===== src/hw/lise_pkg.sv =====
// Purpose: constants for the per-link interrupt status and enable block
// Assumes: 16-bit host register port, direct addressing
// Notes: all sizes fixed at the device values
package lise_pkg;

  // ****************************************************************
  // sizes
  // ****************************************************************
  localparam int NUM_LINKS = 16;
  localparam int NUM_GROUPS = 8;
  localparam int DATA_W = 16;
  localparam int ADDR_W = 11;
  localparam int STAT_W = 12;
  localparam int IDX_W = 4;

  // ****************************************************************
  // register map
  // ****************************************************************
  localparam logic [ADDR_W-1:0] STATUS_BASE = 11'h435;
  localparam logic [ADDR_W-1:0] ENABLE_BASE = 11'h445;
  localparam logic [ADDR_W-1:0] MASTER_STATUS_ADDR = 11'h455;
  localparam logic [ADDR_W-1:0] BANK_SIZE = 11'h010;
  localparam logic [DATA_W-1:0] REG_RESET = 16'h0000;
  localparam logic [STAT_W-1:0] STAT_RESET = 12'h000;
  localparam logic [DATA_W-STAT_W-1:0] UNUSED_HI = 4'h0;

  // ****************************************************************
  // status bit positions
  // ****************************************************************
  localparam int BIT_DSYNC_END = 11;
  localparam int BIT_FRAME_END = 10;
  localparam int BIT_CDEL_END = 9;
  localparam int BIT_GRP_OVF = 8;
  localparam int BIT_GRP_EVT = 7;
  localparam int BIT_PRE_OVF = 6;
  localparam int BIT_CELL_CHG = 5;
  localparam int BIT_VIOL = 4;
  localparam int BIT_DSYNC = 3;
  localparam int BIT_FRAME = 2;
  localparam int BIT_CDEL = 1;
  localparam int BIT_CNT_OVF = 0;
  localparam int LINK_ZERO = 0;

  // bits that a written zero clears; 8 and 0 follow their sources
  localparam logic [STAT_W-1:0] CLEARABLE_MASK = 12'hEFE;
  // bits present only in the link 0 register
  localparam logic [STAT_W-1:0] LINK0_ONLY_MASK = 12'h180;

endpackage


===== src/hw/lise_edge.sv =====
// Purpose: rise and fall pulse detector for a vector of levels
// Assumes: inputs synchronous to sys_clk
// Notes: pulses are combinational from the held previous level
`timescale 1ns/100ps
module lise_edge #(
  parameter int W = 16
) (
  // clock and reset
  input wire logic sys_clk,
  input wire logic rst_b,
  // levels in
  input wire logic [W-1:0] level,
  // edge pulses out
  output logic [W-1:0] rise,
  output logic [W-1:0] fall
);
  import lise_pkg::*;

  typedef struct packed {
    logic [W-1:0] prev;
  } lise_edge_st_t;

  lise_edge_st_t state;
  lise_edge_st_t next_state;

  always_comb begin
    next_state = state;
    next_state.prev = level;
  end

  always_ff @(posedge sys_clk or negedge rst_b) begin
    if (!rst_b) begin
      state <= '0;
    end else begin
      state <= next_state;
    end
  end

  // a level already high at reset release reads as a rise
  assign rise = level & ~state.prev;
  assign fall = ~level & state.prev;

endmodule


===== src/hw/lise_req_gen.sv =====
// Purpose: per-link request = OR of enabled status bits
// Assumes: status and enable held in the caller
// Notes: purely combinational, evaluated every cycle
`timescale 1ns/100ps
module lise_req_gen (
  // status and enables, one 12-bit slice per link
  input wire logic [lise_pkg::NUM_LINKS-1:0][lise_pkg::STAT_W-1:0] status,
  input wire logic [lise_pkg::NUM_LINKS-1:0][lise_pkg::STAT_W-1:0] enable,
  // one request per link
  output logic [lise_pkg::NUM_LINKS-1:0] req
);
  import lise_pkg::*;

  genvar g;
  generate
    for (g = 0; g < NUM_LINKS; g++) begin : gLink
      assign req[g] = |(status[g] & enable[g]);
    end
  endgenerate

endmodule


===== src/hw/lise_top.sv =====
// Purpose: per-link interrupt status and enable registers, link
//   requests, master status view and the active-low interrupt pin
// Assumes: host port strobes are single-cycle and synchronous;
//   condition and event inputs are synchronous to sys_clk
// Notes: reads return data one cycle after the strobe
`timescale 1ns/100ps
module lise_top (
  // clock and reset
  input wire logic sys_clk,
  input wire logic rst_b,

  // host register port
  input wire logic [lise_pkg::ADDR_W-1:0] regAddr,
  input wire logic [lise_pkg::DATA_W-1:0] regWrData,
  input wire logic regWr,
  input wire logic regRd,
  output logic [lise_pkg::DATA_W-1:0] regRdData,
  output logic regRdValid,

  // per-link alarm conditions, levels
  input wire logic [lise_pkg::NUM_LINKS-1:0] delaySyncLoss,
  input wire logic [lise_pkg::NUM_LINKS-1:0] frameLoss,
  input wire logic [lise_pkg::NUM_LINKS-1:0] cellDelineationLoss,

  // per-link control cell events, one-cycle pulses
  input wire logic [lise_pkg::NUM_LINKS-1:0] controlCellViolation,
  input wire logic [lise_pkg::NUM_LINKS-1:0] controlProtocolCellChanged,
  input wire logic [lise_pkg::NUM_LINKS-1:0] preprocOverflow,

  // per-link counter overflow summary, level
  input wire logic [lise_pkg::NUM_LINKS-1:0] linkCounterOverflow,

  // group sources, reported in link 0 only
  input wire logic [lise_pkg::NUM_GROUPS-1:0] txCellReady,
  input wire logic [lise_pkg::NUM_GROUPS-1:0] groupFramePulse,
  input wire logic groupOverflowPending,

  // master enable, one bit per link
  input wire logic [lise_pkg::NUM_LINKS-1:0] masterEnable,

  // requests and pin
  output logic [lise_pkg::NUM_LINKS-1:0] linkIrqReq,
  output logic irqPin_b
);
  import lise_pkg::*;

  // ****************************************************************
  // state
  // ****************************************************************
  typedef struct packed {
    logic [NUM_LINKS-1:0][STAT_W-1:0] status;
    logic [NUM_LINKS-1:0][STAT_W-1:0] enable;
    logic [NUM_LINKS-1:0] linkReq;
    logic irqPinB;
    logic [DATA_W-1:0] rdData;
    logic rdValid;
  } lise_top_st_t;

  lise_top_st_t state;
  lise_top_st_t next_state;

  // ****************************************************************
  // edge detection on alarm levels and transfer-ready bits
  // ****************************************************************
  logic [NUM_LINKS-1:0] dsyncEnd;
  logic [NUM_LINKS-1:0] frameEnd;
  logic [NUM_LINKS-1:0] cdelEnd;
  logic [NUM_GROUPS-1:0] readyRise;

  lise_edge #(.W(NUM_LINKS)) uDsyncEdge (
    .sys_clk (sys_clk),
    .rst_b (rst_b),
    .level (delaySyncLoss),
    .rise (),
    .fall (dsyncEnd)
  );

  lise_edge #(.W(NUM_LINKS)) uFrameEdge (
    .sys_clk (sys_clk),
    .rst_b (rst_b),
    .level (frameLoss),
    .rise (),
    .fall (frameEnd)
  );

  lise_edge #(.W(NUM_LINKS)) uCdelEdge (
    .sys_clk (sys_clk),
    .rst_b (rst_b),
    .level (cellDelineationLoss),
    .rise (),
    .fall (cdelEnd)
  );

  // transfer complete is the ready bit returning to one
  lise_edge #(.W(NUM_GROUPS)) uReadyEdge (
    .sys_clk (sys_clk),
    .rst_b (rst_b),
    .level (txCellReady),
    .rise (readyRise),
    .fall ()
  );

  // ****************************************************************
  // address decode
  // ****************************************************************
  logic statusHit;
  logic enableHit;
  logic masterHit;
  logic [ADDR_W-1:0] statusOff;
  logic [ADDR_W-1:0] enableOff;
  logic [IDX_W-1:0] statusIdx;
  logic [IDX_W-1:0] enableIdx;

  assign statusOff = regAddr - STATUS_BASE;
  assign enableOff = regAddr - ENABLE_BASE;
  // unsigned wrap makes addresses below the base miss as well
  assign statusHit = statusOff < BANK_SIZE;
  assign enableHit = enableOff < BANK_SIZE;
  assign masterHit = regAddr == MASTER_STATUS_ADDR;
  assign statusIdx = statusOff[IDX_W-1:0];
  assign enableIdx = enableOff[IDX_W-1:0];

  // ****************************************************************
  // request generation from the next status and enables
  // ****************************************************************
  logic [NUM_LINKS-1:0] nextReq;

  lise_req_gen uReqGen (
    .status (next_state.status),
    .enable (next_state.enable),
    .req (nextReq)
  );

  // ****************************************************************
  // next state
  // ****************************************************************
  logic [STAT_W-1:0] setBits;
  logic [STAT_W-1:0] clrBits;
  logic [STAT_W-1:0] newStat;
  logic grpEvent;

  always_comb begin
    next_state = state;
    setBits = STAT_RESET;
    clrBits = STAT_RESET;
    newStat = STAT_RESET;
    grpEvent = (|readyRise) | (|groupFramePulse);

    for (int i = 0; i < NUM_LINKS; i++) begin
      setBits = STAT_RESET;
      setBits[BIT_DSYNC_END] = dsyncEnd[i];
      setBits[BIT_FRAME_END] = frameEnd[i];
      setBits[BIT_CDEL_END] = cdelEnd[i];
      setBits[BIT_GRP_EVT] = grpEvent;
      setBits[BIT_PRE_OVF] = preprocOverflow[i];
      setBits[BIT_CELL_CHG] = controlProtocolCellChanged[i];
      setBits[BIT_VIOL] = controlCellViolation[i];
      setBits[BIT_DSYNC] = delaySyncLoss[i];
      setBits[BIT_FRAME] = frameLoss[i];
      setBits[BIT_CDEL] = cellDelineationLoss[i];

      // a written zero clears; ones leave the bit alone
      clrBits = STAT_RESET;
      if (regWr && statusHit && statusIdx == IDX_W'(i)) begin
        clrBits = ~regWrData[STAT_W-1:0] & CLEARABLE_MASK;
      end

      // set wins over a clear in the same cycle
      newStat = (state.status[i] & ~clrBits) | setBits;

      // these two only ever mirror their sources
      newStat[BIT_GRP_OVF] = groupOverflowPending;
      newStat[BIT_CNT_OVF] = linkCounterOverflow[i];

      // group bits live in link 0 only
      if (i != LINK_ZERO) begin
        newStat = newStat & ~LINK0_ONLY_MASK;
      end
      next_state.status[i] = newStat;

      if (regWr && enableHit && enableIdx == IDX_W'(i)) begin
        next_state.enable[i] = regWrData[STAT_W-1:0];
      end
    end

    // master status is the unlatched request view
    next_state.linkReq = nextReq;
    next_state.irqPinB = ~|(nextReq & masterEnable);

    // reads have no side effects; writes to master status are dropped
    next_state.rdValid = regRd;
    next_state.rdData = REG_RESET;
    if (regRd) begin
      if (statusHit) begin
        next_state.rdData = {UNUSED_HI, state.status[statusIdx]};
      end else if (enableHit) begin
        next_state.rdData = {UNUSED_HI, state.enable[enableIdx]};
      end else if (masterHit) begin
        next_state.rdData = state.linkReq;
      end else begin
        next_state.rdData = REG_RESET;
      end
    end
  end

  // ****************************************************************
  // registers
  // ****************************************************************
  always_ff @(posedge sys_clk or negedge rst_b) begin
    if (!rst_b) begin
      state <= '0;
      // pin is idle high out of reset
      state.irqPinB <= 1'h1;
    end else begin
      state <= next_state;
    end
  end

  // ****************************************************************
  // outputs
  // ****************************************************************
  assign regRdData = state.rdData;
  assign regRdValid = state.rdValid;
  assign linkIrqReq = state.linkReq;
  assign irqPin_b = state.irqPinB;

endmodule


===== config.mk =====
export PLATFORM = sky130hd
export DESIGN_NAME = lise_top
export DESIGN_NICKNAME = d
export VERILOG_FILES = /design/src/hw/lise_pkg.sv /design/src/hw/lise_edge.sv /design/src/hw/lise_req_gen.sv /design/src/hw/lise_top.sv
export SDC_FILE = /design/constraint.sdc
export NUM_CORES = 1
export LEC_CHECK = 0
export BUFFER_PORTS_ARGS = -buffer_cell sky130_fd_sc_hd__buf_2
export CAP_MARGIN = 25
export CORE_UTILIZATION = 55
export CTS_BUF_LIST = sky130_fd_sc_hd__clkbuf_16
export CTS_CLUSTER_SIZE = 30
export DETAILED_ROUTE_END_ITERATION = 8
export PLACE_DENSITY_LB_ADDON = 0.05
export REMOVE_ABC_BUFFERS = 1
export SLEW_MARGIN = 30
export SYNTH_ARGS = -nofsm -noshare
export SYNTH_HDL_FRONTEND = slang
export SYNTH_SLANG_ARGS = --single-unit

===== constraint.sdc =====
create_clock -name sys_clk -period 3.3 [get_ports sys_clk]
set_input_delay 0.165 -clock sys_clk [delete_from_list [all_inputs] [get_ports sys_clk]]
set_output_delay 0.165 -clock sys_clk [all_outputs]
set_load 0.01 [all_outputs]

==> results.cfg <==
[outcome]
status = finished clean

[timing]
hold_violations = 0
slew_violations = 0
worst_slew_pin_slew_ns = 0.9190
rsz0062_at_grt = no
min_period_ns = 3.285
max_freq_mhz = 304.4
setup_viol = 0
relSlewSlack_pct = 38.09
timing.final.crit_share_pct = 99.54
fin_worst_skew_ns = 0.04001

[worst_setup_path]
crit_fanout = 7
r2r_cells = 10
slowest_stage = or3b_4
crit_buf_inv = 4
r2r_end = irqPin_b
cp_top_family = simple AND/OR/NAND/NOR gates
r2r_slack_ns = 0.49
crit_arrival_ns = 3.83
critPathRequiredTime_ns = 3.84
timing.rr.start = uReadyEdge.state[7]
critPathMaxStageDelay_ns = 0.43
crit_path_start_kind = input pin
crit_path_end_kind = flop
crit_type = input pin to flop
crit_chain = buf_4 > inv_1 > ha_1 > or3b_4 > o221a_2 > buf_4 > nor3_2 > buf_4 > mux2_2 > a221oi_1 > nand4_1 > and2_1 > a2111o_1 > nor4_2
cpMostUsedCell = buf_4

[final_layout]
final_core_util_pct = 74.94
fillers = 2630
drive_gt1_share_pct = 35.68
area_growth_syn_to_layout_pct = 34.18
finalInstanceArea_um2 = 28960
nNetsFinal = 2720

[pwr]
peakVddDrop_v = 0.0004158
power_per_cell_area_nw_per_um2 = 427.0
leakage_uw = 0.01326

[clocking]
root_buffer = clkbuf_16
clk_pin_slew_ns = 0.06
worstSkewPairLatency_ns = 0.63
clock_path_buffers = 3
cts_tree = built
cts_made_buffers = 48
cts_htree_levels = 2
cts.sinks = 444

[logic_synthesis]
postSynthCellCount = 1910
synth_top_area_share_pct = 51.36
avgSynthCellArea_um2 = 11.30
yosysMostFrequentCell = dfrtp_1
yosysTopAreaCell = dfrtp_1
async_reset_ff_share_pct = 100.0
synth_compound_area_share_pct = 14.54
ys_dominant_reg_cell = dfrtp_1
synth_warnings = 0
synth_edf_count = 0
synthSimpleGateAreaFrac_pct = 12.03
synthTopCellsByCount = 443 x dfrtp_1, 211 x nand2_1, 108 x inv_1
synthTopCellsByArea = dfrtp_1 51%, mux4_2 9.4%, mux2_2 5.1%
synth_fa_ha_area_share_pct = 0.2898
muxShareOfSynthArea_pct = 16.42
synth_seq_area_share_pct = 51.48
synth-xor-area-share_pct = 0.08115
syn_area_um2 = 21580
synth_top_family_by_area = multiplexers
synth_cell_types = 86
synth-seq-cells = 444

[job]
maxCapViolCount = 0

[floorplan]
rows = 72
die_width_um = 200.1
start_util_pct = 55.85
coreArea_um2 = 38650
die_h_um = 200.1
ioPinCount = 210
die_area_um2 = 40040

[worst_hold_path]
min_path_type = input pin to flop
min-delay-start = masterEnable[1]
hold_depth = 4
hold_path_end = irqPin_b

[grt]
antenna_found_initial = 6
grt_pass1_wl_mm = 141.1
overflow = 0
gr-usage-all-layers_pct = 49.51
first_global_vias = 20658
grt_start_max_net_pins = 96

[detailed_routing]
viasPerCell = 6.624
route.vias.total = 20509
drtAntennaViolNets = 0
drt_iter0_drc = 2613
wl_mm = 97.78
first_pass_iters = 6
drc = 0
avgRoutedWirePerCell_um = 31.58

[placed_design]
dpl-instance-area_um2 = 25810
numPortBuffers = 205
routabilityCongestion = 1.091
hpwl_mm = 72.51
[worst max-delay path by stage]
stage	start	endpoint	slack (ns)	cells after the start
after global routing	regAddr[0]	irqPin_b	0.003	17
after global placement	regAddr[0]	irqPin_b	-0.80	15
after CTS	regAddr[0]	irqPin_b	0.0008	17
after detailed placement	regAddr[0]	irqPin_b	-0.82	16
after floorplan	regAddr[0]	irqPin_b	-1.09	11
final	regAddr[0]	irqPin_b	0.02	14
[per-stage QoR]
stage / TNS, ns / hold WS [ns] / power, µW / worst slack [ns] / std cells
final: 0 / 0.03010 / 12370 / 0.01534 / 3096
after global routing: 0 / 0.02311 / 12640 / 0.002598 / 3094
after CTS: 0 / 0.01725 / 12310 / 0.0007980 / 3092
after detailed placement: -2.037 / 0.1901 / 6942 / -0.8185 / 2869
after global placement: -1.771 / 0.1911 / 6930 / -0.7974 / 2869
after floorplan: -6.563 / -0.1306 / 6051 / -1.087 / 1763
[placed cells by master, fill, tap and decap left out, types with 9 or more instances in the layout]
cell type / instances
a21o_1: 18
and2_1: 19
nor2_1: 72
nand4_1: 10
o22ai_1: 30
a21oi_1: 45
mux2_2: 97
o2111ai_1: 19
clkinv_1: 12
a32o_1: 9
nor2b_1: 14
o31ai_1: 25
o211ai_1: 11
dlygate4sd3_1: 134
a31oi_1: 22
nor3_1: 19
buf_2: 203
a21boi_0: 15
nand2b_1: 54
buf_12: 23
clkbuf_16: 48
o21ai_0: 95
nor4_1: 10
buf_4: 365
inv_1: 119
nand2_1: 211
or3_1: 24
mux4_2: 90
a22o_1: 12
dfrtp_1: 443
a22oi_1: 21
mux2i_1: 37
or2_2: 12
nand3_1: 32
o21ai_1: 12
[routing by layer]
layer / GRT usage [%] / wire [µm]
met1: 62.63 / 34360
met2: 72.02 / 41860
met4: 37.12 / 8919
met5: 0.8333 / 31
met3: 14.97 / 12610
[tightest hold or removal path, delay by kind of cell]
family | cells | cell delay (ns)
AO/OA/AOI/OAI | 2 | 0.36
buffers and inverters | 1 | 0.09
AND/OR/NAND/NOR | 1 | 0.05
[power breakdown]
| part | internal, µW | switching, µW |
|---|---|---|
| clock network | 2970 | 2350 |
| registers | 5530 | 56.0 |
| logic | 582 | 875 |
| total | 9080 | 3280 |
[state kept, by name, summed over array words and instances (netlist names)]
name	cells
uDsyncEdge.state	16
irqPin_b	1
uCdelEdge.state	16
state	354
regRdValid	1
regRdData	16
uFrameEdge.state	16
uReadyEdge.state	8
linkIrqReq	16
[what timing repair did]
action	CTS	global route
cloned	0	0
pin swaps	2	11
hold buffers	134	0
gates resized for setup	11	50
setup buffers	2	2
endpoints found under the setup margin	1	1
hold endpoints to repair	286	0
[logic make-up after synthesis]
logic type	Yosys count
compound gates	447
xor+xnor	2
fa+ha+maj	5
buf+inv	257
flops	444
mux	229
simple gates	526
[layout make-up]
type	instances	area, µm²	share of cell area [%]
Antenna cell	2	5.005	0.01728
Clock buffer	48	1201	4.147
Multi-Input combinational cell	1209	9687	33.45
Timing Repair Buffer	726	5573	19.24
Sequential cell	444	11110	38.37
Clock inverter	39	322.8	1.115
Tap cell	518	648.1	2.238
Inverter	110	414.1	1.430
(Power assumes the default switching activity.)
